==> config.mk <==
export PLATFORM = sky130hd
export DESIGN_NAME = sideband
export DESIGN_NICKNAME = d
export VERILOG_FILES = /design/src/include/sideband_pkg.sv /design/src/rtl/sideband.sv
export VERILOG_INCLUDE_DIRS = /design/src /design/src/include
export SDC_FILE = /design/constraint.sdc
export NUM_CORES = 1
export LEC_CHECK = 0
export BUFFER_PORTS_ARGS = -buffer_cell sky130_fd_sc_hd__buf_2
export CORE_AREA = 2 2 79 81
export CTS_CLUSTER_DIAMETER = 150
export DETAILED_ROUTE_END_ITERATION = 16
export DIE_AREA = 0 0 81 83
export GPL_TIMING_DRIVEN = 0
export PLACE_DENSITY = 0.83
export SYNTH_ARGS = -nofsm -noshare
export SYNTH_HDL_FRONTEND = slang
export SYNTH_HIERARCHICAL = 1
export SYNTH_SLANG_ARGS = --single-unit
==> constraint.sdc <==
create_clock -name ref_clk -period 4.4 [get_ports ref_clk]
set_clock_uncertainty 0.15 [all_clocks]
set_input_delay 0.44 -clock ref_clk [delete_from_list [all_inputs] [get_ports ref_clk]]
set_output_delay 0.44 -clock ref_clk [all_outputs]
set_load 0.05 [all_outputs]
==> src/include/sideband_defines.svh <==
// Offsets, field positions, reset values and timing counts of the sideband block.
// Assumes a 200 MHz bus clock and a 32-bit AXI4-Lite register port.
`ifndef SIDEBAND_DEFINES_SVH
`define SIDEBAND_DEFINES_SVH

`define SB_CLK_MHZ 200
`define SB_OFS_CTRL 8'h00
`define SB_OFS_STATUS 8'h04
`define SB_OFS_EVENT 8'h08
`define SB_CTRL_RESET 4'hF
`define SB_EV_MCE_BIT 0
`define SB_EV_PGFALL_BIT 1
`define SB_EV_TRIP_BIT 2
`define SB_BUS_RELEASE_CLK 2
`define SB_MCE_DRIVE_PHASE 2'h0
`define SB_MCE_SAMPLE_PHASE 2'h2
`define SB_MCE_DRIVE_CYC 2'h2
`define SB_RESP_OKAY 2'h0
`define SB_RESP_SLVERR 2'h2

`endif

==> src/include/sideband_pkg.sv <==
// Types shared by the sideband block: control register layout and error drive states.
// Assumes the constants of sideband_defines.svh are included where offsets are needed.
package sideband_pkg;

    typedef struct packed {
        logic thermal_control_en; // Thermal control circuit enable
        logic obs_en;      // Assert on errors seen from any agent
        logic init_en;     // Assert on errors of own transactions
        logic mce_en;      // Master enable of the error line
    } ctrl_t;

    typedef enum logic [2:0] {
        MCE_IDLE  = 3'b001,
        MCE_WAIT  = 3'b010,
        MCE_DRIVE = 3'b100
    } mce_state_t;

endpackage : sideband_pkg

==> src/rtl/sideband.sv <==
// Processor sideband logic: power-good and reset observation, shared machine-check
// line, thermal alert and straps. Registers over AXI4-Lite on ref_clk.
// Assumes the pin inputs are asynchronous and the error inputs come from ref_clk logic.
//
// Register access over AXI4-Lite and the placing of the registers are this design's own decisions.
`timescale 1ns/1ps
`include "sideband_defines.svh"

module pin_sync
(
    input wire logic ref_clk,   // Bus clock
    input wire logic resetn,    // Synchronous reset, active low
    input wire logic init,      // Value taken at reset
    input wire logic pin,       // Asynchronous level
    output logic level          // Filtered level
);
    logic s1;
    logic s2;
    logic s3;

    always_ff @(posedge ref_clk)
    begin
        s1 <= pin;
        s2 <= s1;
        s3 <= s2;
    end

    // Only a level that stood on two stages is accepted
    always_ff @(posedge ref_clk)
    begin
        if (!resetn)
            level <= init;
        else if (s2 == s3)
            level <= s3;
    end
endmodule : pin_sync

module sideband
(
    input wire logic ref_clk,                   // Bus clock, 200 MHz
    input wire logic resetn,                    // Synchronous reset, active low
    input wire logic power_good,                // Platform power-good pin
    input wire logic bus_reset_n,               // Platform processor reset pin
    input wire logic termination_enable_strap,  // On-die termination strap
    input wire logic platform_type_select,      // High selects optimized platform
    input wire logic die_trip,                  // Sensor at trip point, async
    input wire logic txn_error,                 // Error seen in a bus transaction
    input wire logic txn_initiator,             // That transaction was our own
    input wire logic machine_check_error_in,    // Error line level, active low
    output logic machine_check_error_out,       // Error line drive value
    output logic machine_check_error_oe,        // Error line drive enable
    output logic thermal_alert_n,               // Thermal alert, active low
    output logic thermal_control_active,        // Thermal control engaged
    output logic termination_active,            // On-die termination on
    output logic platform_optimized,            // Platform type captured at reset
    output logic bus_out_en,                    // Bus outputs may drive
    output logic core_run,                      // Core out of reset and powered
    input wire logic [7:0] s_axi_awaddr,        // Write address
    input wire logic s_axi_awvalid,             // Write address valid
    output logic s_axi_awready,                 // Write address ready
    input wire logic [31:0] s_axi_wdata,        // Write data
    input wire logic [3:0] s_axi_wstrb,         // Write strobes
    input wire logic s_axi_wvalid,              // Write data valid
    output logic s_axi_wready,                  // Write data ready
    output logic [1:0] s_axi_bresp,             // Write response
    output logic s_axi_bvalid,                  // Write response valid
    input wire logic s_axi_bready,              // Write response ready
    input wire logic [7:0] s_axi_araddr,        // Read address
    input wire logic s_axi_arvalid,             // Read address valid
    output logic s_axi_arready,                 // Read address ready
    output logic [31:0] s_axi_rdata,            // Read data
    output logic [1:0] s_axi_rresp,             // Read response
    output logic s_axi_rvalid,                  // Read data valid
    input wire logic s_axi_rready               // Read data ready
);
    import sideband_pkg::*;

    sideband_pkg::ctrl_t ctrl;
    mce_state_t mce_state;
    logic pg_s;
    logic rst_n_s;
    logic rst_n_d;
    logic pg_d;
    logic term_s;
    logic plat_s;
    logic trip_s;
    logic mce_line_n_s;
    logic [1:0] phase;
    logic [1:0] drive_cnt;
    logic mce_sampled;
    logic [2:0] events;
    logic mce_req;
    logic [7:0] aw_addr;
    logic aw_have;
    logic [31:0] w_data;
    logic [3:0] w_strb;
    logic w_have;
    logic wr_fire;
    logic [2:0] ev_clr;

    pin_sync u_pg (.ref_clk(ref_clk), .resetn(resetn), .init(1'b0), .pin(power_good),
        .level(pg_s));
    pin_sync u_rst (.ref_clk(ref_clk), .resetn(resetn), .init(1'b0), .pin(bus_reset_n),
        .level(rst_n_s));
    pin_sync u_term (.ref_clk(ref_clk), .resetn(resetn), .init(1'b0),
        .pin(termination_enable_strap), .level(term_s));
    pin_sync u_plat (.ref_clk(ref_clk), .resetn(resetn), .init(1'b0),
        .pin(platform_type_select), .level(plat_s));
    pin_sync u_trip (.ref_clk(ref_clk), .resetn(resetn), .init(1'b0), .pin(die_trip),
        .level(trip_s));
    pin_sync u_mce (.ref_clk(ref_clk), .resetn(resetn), .init(1'b1),
        .pin(machine_check_error_in), .level(mce_line_n_s));

    always_ff @(posedge ref_clk)
    begin
        if (!resetn)
        begin
            rst_n_d <= 1'b0;
            pg_d <= 1'b0;
        end
        else
        begin
            rst_n_d <= rst_n_s;
            pg_d <= pg_s;
        end
    end

    // Bus outputs dropped the cycle after reset is seen, well inside two clocks
    always_ff @(posedge ref_clk)
    begin
        if (!resetn)
        begin
            bus_out_en <= 1'b0;
            core_run <= 1'b0;
        end
        else
        begin
            bus_out_en <= rst_n_s;
            core_run <= rst_n_s && pg_s;
        end
    end

    // Straps: termination follows the strap level at all times
    always_ff @(posedge ref_clk)
    begin
        if (!resetn)
        begin
            termination_active <= 1'b0;
            platform_optimized <= 1'b0;
        end
        else
        begin
            termination_active <= term_s;
            if (rst_n_s && !rst_n_d)
                platform_optimized <= plat_s;
        end
    end

    always_ff @(posedge ref_clk)
    begin
        if (!resetn)
        begin
            thermal_alert_n <= 1'b1;
            thermal_control_active <= 1'b0;
        end
        else
        begin
            thermal_alert_n <= !trip_s;
            thermal_control_active <= trip_s && ctrl.thermal_control_en;
        end
    end

    // Drive and sample edges are fixed phases of a shared cadence so that
    // simultaneous drivers only ever switch together
    always_ff @(posedge ref_clk)
    begin
        if (!resetn)
            phase <= 2'h0;
        else
            phase <= phase + 2'h1;
    end

    assign mce_req = ctrl.mce_en && rst_n_s && txn_error
        && ((txn_initiator && ctrl.init_en) || ctrl.obs_en);

    always_ff @(posedge ref_clk)
    begin
        if (!resetn || !rst_n_s)
        begin
            mce_state <= MCE_IDLE;
            machine_check_error_oe <= 1'b0;
            drive_cnt <= 2'h0;
        end
        else
        begin
            case (mce_state)
                MCE_IDLE:
                    if (mce_req)
                        mce_state <= MCE_WAIT;
                MCE_WAIT:
                    if (phase == `SB_MCE_DRIVE_PHASE)
                    begin
                        mce_state <= MCE_DRIVE;
                        machine_check_error_oe <= 1'b1;
                        drive_cnt <= 2'h1;
                    end
                MCE_DRIVE:
                    if (drive_cnt == `SB_MCE_DRIVE_CYC)
                    begin
                        mce_state <= MCE_IDLE;
                        machine_check_error_oe <= 1'b0;
                    end
                    else
                        drive_cnt <= drive_cnt + 2'h1;
                default:
                begin
                    mce_state <= MCE_IDLE;
                    machine_check_error_oe <= 1'b0;
                end
            endcase
        end
    end

    always_ff @(posedge ref_clk)
    begin
        if (!resetn)
        begin
            machine_check_error_out <= 1'b0;
            mce_sampled <= 1'b0;
        end
        else
        begin
            machine_check_error_out <= 1'b0;
            if (phase == `SB_MCE_SAMPLE_PHASE)
                mce_sampled <= !mce_line_n_s;
        end
    end

    // Sticky events; a set in the clearing cycle wins
    always_ff @(posedge ref_clk)
    begin
        if (!resetn)
            events <= 3'h0;
        else
        begin
            events[`SB_EV_MCE_BIT] <= mce_sampled
                || (events[`SB_EV_MCE_BIT] && !ev_clr[`SB_EV_MCE_BIT]);
            events[`SB_EV_PGFALL_BIT] <= (pg_d && !pg_s)
                || (events[`SB_EV_PGFALL_BIT] && !ev_clr[`SB_EV_PGFALL_BIT]);
            events[`SB_EV_TRIP_BIT] <= trip_s
                || (events[`SB_EV_TRIP_BIT] && !ev_clr[`SB_EV_TRIP_BIT]);
        end
    end

    // Write channel: address and data taken in either order, one at a time
    assign wr_fire = aw_have && w_have && !s_axi_bvalid;
    assign ev_clr = (wr_fire && aw_addr == `SB_OFS_EVENT && w_strb[0]) ? w_data[2:0] : 3'h0;

    always_ff @(posedge ref_clk)
    begin
        if (!resetn)
        begin
            s_axi_awready <= 1'b0;
            s_axi_wready <= 1'b0;
            aw_have <= 1'b0;
            w_have <= 1'b0;
            aw_addr <= 8'h00;
            w_data <= 32'h0;
            w_strb <= 4'h0;
            s_axi_bvalid <= 1'b0;
            s_axi_bresp <= `SB_RESP_OKAY;
            ctrl <= `SB_CTRL_RESET;
        end
        else
        begin
            s_axi_awready <= !aw_have && !(s_axi_awvalid && s_axi_awready);
            s_axi_wready <= !w_have && !(s_axi_wvalid && s_axi_wready);
            if (s_axi_awvalid && s_axi_awready)
            begin
                aw_have <= 1'b1;
                aw_addr <= s_axi_awaddr;
            end
            if (s_axi_wvalid && s_axi_wready)
            begin
                w_have <= 1'b1;
                w_data <= s_axi_wdata;
                w_strb <= s_axi_wstrb;
            end
            if (wr_fire)
            begin
                aw_have <= 1'b0;
                w_have <= 1'b0;
                s_axi_bvalid <= 1'b1;
                s_axi_bresp <= `SB_RESP_OKAY;
                if (aw_addr == `SB_OFS_CTRL)
                begin
                    if (w_strb[0])
                        ctrl <= w_data[3:0];
                end
                else if (aw_addr != `SB_OFS_EVENT)
                    s_axi_bresp <= `SB_RESP_SLVERR;
            end
            else if (s_axi_bvalid && s_axi_bready)
                s_axi_bvalid <= 1'b0;
        end
    end

    always_ff @(posedge ref_clk)
    begin
        if (!resetn)
        begin
            s_axi_arready <= 1'b0;
            s_axi_rvalid <= 1'b0;
            s_axi_rdata <= 32'h0;
            s_axi_rresp <= `SB_RESP_OKAY;
        end
        else if (s_axi_arvalid && s_axi_arready)
        begin
            s_axi_arready <= 1'b0;
            s_axi_rvalid <= 1'b1;
            s_axi_rresp <= `SB_RESP_OKAY;
            case (s_axi_araddr)
                `SB_OFS_CTRL: s_axi_rdata <= {28'h0, ctrl};
                `SB_OFS_STATUS: s_axi_rdata <= {24'h0, mce_sampled, machine_check_error_oe,
                    platform_optimized, term_s, trip_s, rst_n_s, pg_s, core_run};
                `SB_OFS_EVENT: s_axi_rdata <= {29'h0, events};
                default:
                begin
                    s_axi_rdata <= 32'h0;
                    s_axi_rresp <= `SB_RESP_SLVERR;
                end
            endcase
        end
        else if (s_axi_rvalid)
        begin
            if (s_axi_rready)
            begin
                s_axi_rvalid <= 1'b0;
                s_axi_arready <= 1'b1;
            end
        end
        else
            s_axi_arready <= 1'b1;
    end
endmodule : sideband
==> flow_summary.ini, run 1 <==
[floorplanning]
die_h_um = 83
rows = 28
die_area_um2 = 6720
die_w_um = 81
coreArea_um2 = 5820
start_util_pct = 51.4
pin_count = 116

[sta]
rsz0062_at_grt = false
setup_violations = 0
relSlewSlack_pct = 40.9
hold_violations = 0
fin_crit_sh_pct = 46.8
whs_ns = 0.0557
tightest_slew_ns = 0.878
fin_tns_setup_ns = 0
fmaxAchievable_mhz = 486
finalCriticalPeriod_ns = 2.06
drv_slew = 0

[global_route]
grt_pass1_wl_mm = 9.54
gr-total-overflow = 0
grt_max_degree = 17
grt_usage_pct = 18.2
antenna_found_initial = 0
first_global_vias = 2262

[placed_design]
port_buffers = 56
dp_hpwl_mm = 4.43
placedCellCount = 456
gp_congestion = 0.842

[synthesis]
syn_area_per_cell_um2 = 10.2
synth_area_leaders = dfxtp_1 48%, buf_4 6.8%, edfxtp_1 6.0%
synth_cell_type_count = 41
async_flop_share_pct = 0
synth_enable_flop_cells = 6
ys_seq_area_share_pct = 53.6
ys_seq_elements = 77
ys.warnings.count = 6
syn_inst = 294
ys.flop_type = dfxtp_1
synth_top_area_share_pct = 47.6
yosys.area.top_type = dfxtp_1
synth_area_um2 = 2990

[drt]
via_count = 2313
via_per_inst = 4.90
wirelength_mm = 5.88
drt_iter0_markers = 101
routedWlPerCell_um = 12.5
drc_errors = 0
ant_nets = 0
drt_first_pass_iters = 4

[clock_network]
cts_hold_buf = 0
clk-insertion-delay-late_ns = 0.34
cts_resized = 0
cts_max_path_buffers = 2
clock-root-buffer = clkbuf_8
cts_tree = yes
numCtsBuffers = 9
cts_setup_buffers = 0
clk_pin_slew_ns = 0.08
clock_sinks = 77
h-tree-depth = 3

[pwr]
total_power_mw = 1.46
p_per_area_nw_per_um2 = 399
ir_drop_mv = 0.182
leakagePower_nw = 1.65

[critical_path]
cp_max_fo = 16
critPathCaptureType = flip-flop
start_kind = primary input
crit_arrival_ns = 2.19
cp_data_required_time_ns = 4.54
crit_type = primary input to flip-flop

[layout]
multiInputGateArea_um2 = 1230
syn2layout_area_growth_pct = 22.5
fin_nets = 462
fillerInstances = 494
regArea_um2 = 1600
antenna_cells = 0
final-instance-count-excl-fill = 472
drive_above_1_share_pct = 27.0

[min_path]
min_path_type = primary input to flip-flop

[flow_run]
cap_violations = 0

[status]
outcome = finished, final reports clean
per-layer routing:
metal	GRT usage, %	vias up	part of all wire, %
met5	0	-	0
met1	19.8	1071	40
met4	9.55	0	2.5
met3	4.24	15	5.7
li1	-	1148	-
met2	31.9	79	52
cell type report:
type / instances / area share (%)
buffer: 36 / 6.46
clock buffer: 15 / 4.82
clock inverter: 1 / 0.137
inverter: 10 / 1.03
multi-input combinational: 202 / 33.5
sequential: 77 / 43.8
tap: 75 / 2.56
timing repair buffer: 56 / 7.66
metrics by stage:
stage	utilization, %	setup WS [ns]	area [µm²]
after CTS	62.9	2.37	3660
after global placement	59.8	2.05	3480
after floorplan	-	2.58	3100
after global routing	62.9	2.23	3660
after detailed placement	59.8	2.00	3480
final	62.9	2.34	3660
where the power goes:
part / switching [mW] / internal (mW)
registers: 0.0242 / 0.745
logic: 0.141 / 0.0695
clock network: 0.229 / 0.251
total: 0.395 / 1.07
cell usage after synthesis (4+ instances only):
library cell and number:
inv_1 10, clkbuf_1 6, buf_4 27, edfxtp_1 6, a32o_1 7, nor2b_1 5, a21oi_1 22, o21ai_0 4
nand3_1 6, nor4_1 4, nand2_1 35, and2_1 4, nand2b_1 5, mux2_4 6, dfxtp_1 71, mux2i_1 10
nor2_1 14, xor2_1 7, nor3_1 6
cells in the final DEF, fill, tap and decap left out, types with 4 or more instances in the layout:
cell type,n
conb_1,33
nand2_1,35
nor3_1,6
nor2b_1,5
clkbuf_1,9
a32o_1,7
xor2_1,7
edfxtp_1,6
nand3_1,6
a21oi_1,22
nor2_1,14
buf_2,56
mux2_4,6
nor4_1,4
dfxtp_1,71
nand2b_1,5
inv_1,10
clkbuf_8,12
buf_4,27
o21ai_0,4
mux2i_1,10
and2_1,4
flip-flops by register name, summed over array words and instances, names as in the netlist, 2 cells and up:
register     count
ctrl             4
aw_addr          8
events           3
mce_state        3
drive_cnt        2
phase            2
s_axi_rdata      8
w_data           4
worst paths after layout:
check / from / cells after the start / endpoint / slack [ns]
min reg2reg: u_pg/s1 / 0 / u_pg/s2 / 0.18
max reg2reg: aw_addr[0] / 3 / events[0] / 2.52
min: power_good / 1 / u_pg/s1 / 0.06
max: resetn / 5 / s_axi_rdata[5] / 2.34
kinds of logic (layout without fill, tap and decap cells):
group,after synthesis,after routing,share of synthesized area (%)
xor+xnor,7,7,2.05
buf+inv,46,118,9.17
mux,16,16,6.37
flops,77,77,53.6
compound gates,46,46,10.1
fa+ha+maj,3,3,1.26
other cells,2,33,0.251
simple gates,97,97,17.2
critical path, cell delays in order:
cell	delay, ns
buf_2	0.31
clkbuf_1	0.42
nand2_1	0.11
nor4_1	0.68
a32o_1	0.22
(Power assumes the default switching activity.)
==> inputs of run 2 (changes only) <==
Settings changed: CORE_AREA 2 2 79 81 to 2 2 87 89, DIE_AREA 0 0 81 83 to 0 0 89 91, PLACE_DENSITY 0.83 to 0.73.
Clock period 4.4 ns to 1.8 ns, I/O delays scaled along.
==> run 2 against run 1 <==
Net effect:
- clock-buffer cell count is 6 lower
- hold slack better by 0.026 ns
- sequential share of layout area is 4.1 points lower
- highest routed layer unchanged
==> flow_summary.ini, run 2 (synthesis gave the netlist of run 1 again) <==
[floorplanning]
die_area_um2 = 8100
pin_count = 116
die_w_um = 89
rows = 31
coreArea_um2 = 7140
die_h_um = 91
start_util_pct = 41.8

[clock_network]
cts_tree = yes
cts_setup_buffers = 0
clock_sinks = 77
numCtsBuffers = 9
h-tree-depth = 3
cts_max_path_buffers = 2
clk_pin_slew_ns = 0.08
clock-root-buffer = clkbuf_8
clk-insertion-delay-late_ns = 0.35

[layout]
final_util_pct = 56.5
fillerInstances = 661
final-instance-count-excl-fill = 523
fin_nets = 489
syn2layout_area_growth_pct = 35.1
final_cell_mix = 71 x dfxtp_1, 56 x buf_2, 35 x nand2_1, 33 x conb_1
multiInputGateArea_um2 = 1240
top_regs = aw_addr: 8 flops, s_axi_rdata: 8 flops
final_common_cell = dfxtp_1
antenna_cells = 0
drive_above_1_share_pct = 26.4
regArea_um2 = 1600

[placed_design]
dp_hpwl_mm = 4.23
gp_congestion = 0.828
placedCellCount = 480
port_buffers = 56

[pwr]
ir_drop_mv = 0.384
total_power_mw = 4.02
leakagePower_nw = 1.78
p_per_area_nw_per_um2 = 996

[critical_path]
crit_arrival_ns = 1.84
path_buf_inv = 1
crit_type = flip-flop to flip-flop
critPathCaptureType = flip-flop
crit_family = simple AND/OR/NAND/NOR gates
slowest_delay_ns = 0.46
cp_data_required_time_ns = 1.93
crit_slowest_cell = or3b_2
start_kind = flip-flop
path_cells = inv_1 -> ha_1 -> or3b_2 -> a21o_1 -> a211oi_2
reg2reg_slack_ns = 0.09
cp_max_fo = 3

[sta]
setup_violations = 0
tightest_slew_ns = 0.686
relSlewSlack_pct = 53.9
fin_crit_sh_pct = 95.0
finalCriticalPeriod_ns = 1.71
fmaxAchievable_mhz = 585
rsz0062_at_grt = false
hold_violations = 0
drv_slew = 0

[drt]
drt_first_pass_iters = 4
routedWlPerCell_um = 12.1
ant_nets = 0
drc_errors = 0
wirelength_mm = 6.32
drt_iter0_markers = 80
top_layer_used = met4
drt-met1-wl_mm = 2.83
via_count = 2386
via_per_inst = 4.56
dr_wl_met3_um = 434
wl_met2_mm = 2.96

[global_route]
gr-total-overflow = 0
grt_max_degree = 17
first_global_vias = 2219
grt_usage_pct = 16.5
antenna_found_initial = 0
grt_pass1_wl_mm = 10.2

[flow_run]
cap_violations = 0

[status]
outcome = finished, final reports clean

[min_path]
min_path_type = primary input to flip-flop
run 2: cell types whose count changed in the layout (fill, tap and decap cells not counted), sizes merged:
cell	before	now
clkinv	1	2
bufinv	0	3
inv	10	12
clkbuf	21	15
dlygate4sd3	0	27
run 2: cell type report:
type,count,share of cell area [%]
timing repair buffer,83,13.6
tap,99,3.07
clock buffer,9,3.07
sequential,77,39.7
multi-input combinational,202,30.7
clock inverter,7,3.01
buffer,36,5.86
inverter,10,0.931
run 2: worst register-to-register path, stage by stage (launching register included):
cell      delay (ns)
dfxtp_1         0.31
inv_1           0.06
ha_1            0.22
or3b_2          0.46
a21o_1          0.21
a211oi_2        0.21
run 2: per-layer routing:
layer / up-vias / global-route usage (%)
li1: 1208 / -
met1: 1088 / 20.4
met2: 81 / 26.1
met3: 9 / 5.55
met4: 0 / 6.47
met5: - / 0
run 2: stage by stage:
stage	cell area (µm²)	setup WS, ns	hold WS [ns]	setup TNS (ns)
floorplan	3100	0.0817	0.0577	0
global placement	3510	-0.152	0.134	-0.730
detailed placement	3510	-0.180	0.134	-0.861
CTS	4030	0.00495	0.0645	0
global route	4030	0.00722	0.0851	0
finish	4030	0.0900	0.0812	0
run 2: timing repair:
action / CTS / global route
pin swaps: 0 / 1
hold buffers: 27 / 0
resized for setup: 1 / 1
setup endpoints to repair: 3 / 5
hold endpoints to repair: 22 / 0
run 2: where the power goes:
part	internal, mW	switching, mW	total (mW)
Clock	0.930	0.648	1.58
Sequential	1.82	0.0586	1.88
Combinational	0.207	0.356	0.563
run 2: worst paths after layout:
path,startpoint,endpoint,cells past startpoint
min,txn_error,mce_state[0],4
min reg2reg,u_trip/s1,u_trip/s2,0
max,drive_cnt[0],drive_cnt[0],5
max reg2reg,drive_cnt[0],drive_cnt[0],5
==> inputs of run 3 (changes only) <==
Settings changed: BUFFER_PORTS_ARGS -buffer_cell sky130_fd_sc_hd__buf_2 to default, CORE_AREA 2 2 87 89 to 2 2 77 79, DIE_AREA 0 0 89 91 to 0 0 79 81, DONT_BUFFER_PORTS from default to 1, PLACE_DENSITY 0.73 to 0.72.
==> run 3 against run 2 <==
Net effect:
- sequential share of layout area up 2.5 points
- global-route usage up 2.3 points
- cell count down 13%
- via count down 6.3%
- routed wire length down 8.2%
- first-iteration DRC count up 15%
- critical path type is now primary input to flip-flop
- hold slack worse by 0.045 ns
- sequential cell count unchanged
- largest cell class unchanged
==> flow_summary.ini, run 3 (synthesis gave the netlist of run 1 again) <==
[clock_network]
clock-root-buffer = clkbuf_8
clk_pin_slew_ns = 0.08
cts_max_path_buffers = 2
numCtsBuffers = 9
h-tree-depth = 3
clock_sinks = 77
clk-insertion-delay-late_ns = 0.34
cts_tree = yes

[floorplanning]
die_h_um = 81
die_area_um2 = 6400
die_w_um = 79
rows = 28
coreArea_um2 = 5680
start_util_pct = 52.6
pin_count = 116

[placed_design]
dp_hpwl_mm = 3.80
port_buffers = 0
gp_congestion = 0.766
placedCellCount = 400
pre_cts_ws_ns = -0.356

[layout]
fin_nets = 444
final_cell_mix = 69 x dfxtp_1, 36 x dlygate4sd3_1, 35 x nand2_1, 33 x conb_1, 28 x buf_4
antenna_cells = 0
drive_above_1_share_pct = 15.6
final_common_cell = dfxtp_1
syn2layout_area_growth_pct = 27.2
top_regs = aw_addr: 8 flops, s_axi_rdata: 8 flops
final-instance-count-excl-fill = 454
final_util_pct = 66.9

[critical_path]
crit_arrival_ns = 1.87
cp_max_fo = 4
critPathCaptureType = flip-flop
start_kind = primary input
cp_data_required_time_ns = 1.93
crit_type = primary input to flip-flop

[pwr]
leakagePower_nw = 1.58
p_per_area_nw_per_um2 = 967
ir_drop_mv = 0.612

[global_route]
gr-total-overflow = 0
first_global_vias = 2058
grt_max_degree = 13
grt_pass1_wl_mm = 9.10
antenna_found_initial = 0
grt_usage_pct = 18.7

[status]
outcome = finished, final reports clean

[sta]
tightest_slew_ns = 0.637
fin_crit_sh_pct = 96.7
finalCriticalPeriod_ns = 1.74
drv_slew = 0
whs_ns = 0.0364
fin_tns_setup_ns = 0
relSlewSlack_pct = 57.5
setup_violations = 0
rsz0062_at_grt = false
hold_violations = 0
fin_ws_ns = 0.0593
fmaxAchievable_mhz = 574

[drt]
routedWlPerCell_um = 12.8
via_count = 2236
ant_nets = 0
drt_iter0_markers = 92
via_per_inst = 4.93
wirelength_mm = 5.80
drc_errors = 0
drt_first_pass_iters = 5

[min_path]
min_path_type = primary input to flip-flop

[flow_run]
cap_violations = 0
## run 3: through the flow
stage / total power, mW / cell area, µm²
3_3_place_gp: 2.35 / 3200
2_1_floorplan: 2.31 / 3100
4_1_cts: 3.70 / 3770
5_1_grt: 3.84 / 3800
6_report: 3.67 / 3800
3_5_place_dp: 2.36 / 3200
## run 3: layout make-up
type | instances | area (µm²)
sequential | 77 | 1600
timing repair buffer | 38 | 380
multi-input combinational | 202 | 1250
clock inverter | 5 | 50.0
buffer | 36 | 236
fill | 461 | 1880
inverter | 10 | 37.5
clock buffer | 11 | 141
tap | 75 | 93.8
## run 3: power breakdown
part | internal (mW) | switching [mW] | leakage (nW)
sequential | 1.82 | 0.134 | 0.647
combinational | 0.190 | 0.264 | 0.834
clock | 0.669 | 0.594 | 0.103
## run 3: worst max-delay path, stage by stage
cell and delay, ns:
dlygate4sd3_1 0.59, or3_1 0.46, or4_1 0.49, a21oi_1 0.15
## run 3: repair_timing
action | 4_1_cts | 5_1_grt
resized for setup | 3 | 4
hold buffers | 37 | 0
endpoints found under the setup margin | 11 | 15
setup buffers | 0 | 1
pin swaps | 0 | 1
hold endpoints to repair | 47 | 0
## run 3: layer usage
metal / vias up / wire, µm / global-route usage, %
met1: 1033 / 2440 / 21.1
met3: 11 / 286 / 4.00
met2: 73 / 2960 / 32.8
li1: 1119 / - / -
met4: 0 / 110 / 11.0
met5: - / 0 / 0
## run 3: final timing paths
check	from	end	slack (ns)	cells past startpoint
min	s_axi_araddr[7]	s_axi_rdata[3]	0.04	3
min reg2reg	u_rst/s1	u_rst/s2	0.18	0
max reg2reg	drive_cnt[0]	drive_cnt[0]	0.09	5
max	s_axi_araddr[3]	s_axi_rdata[3]	0.06	4
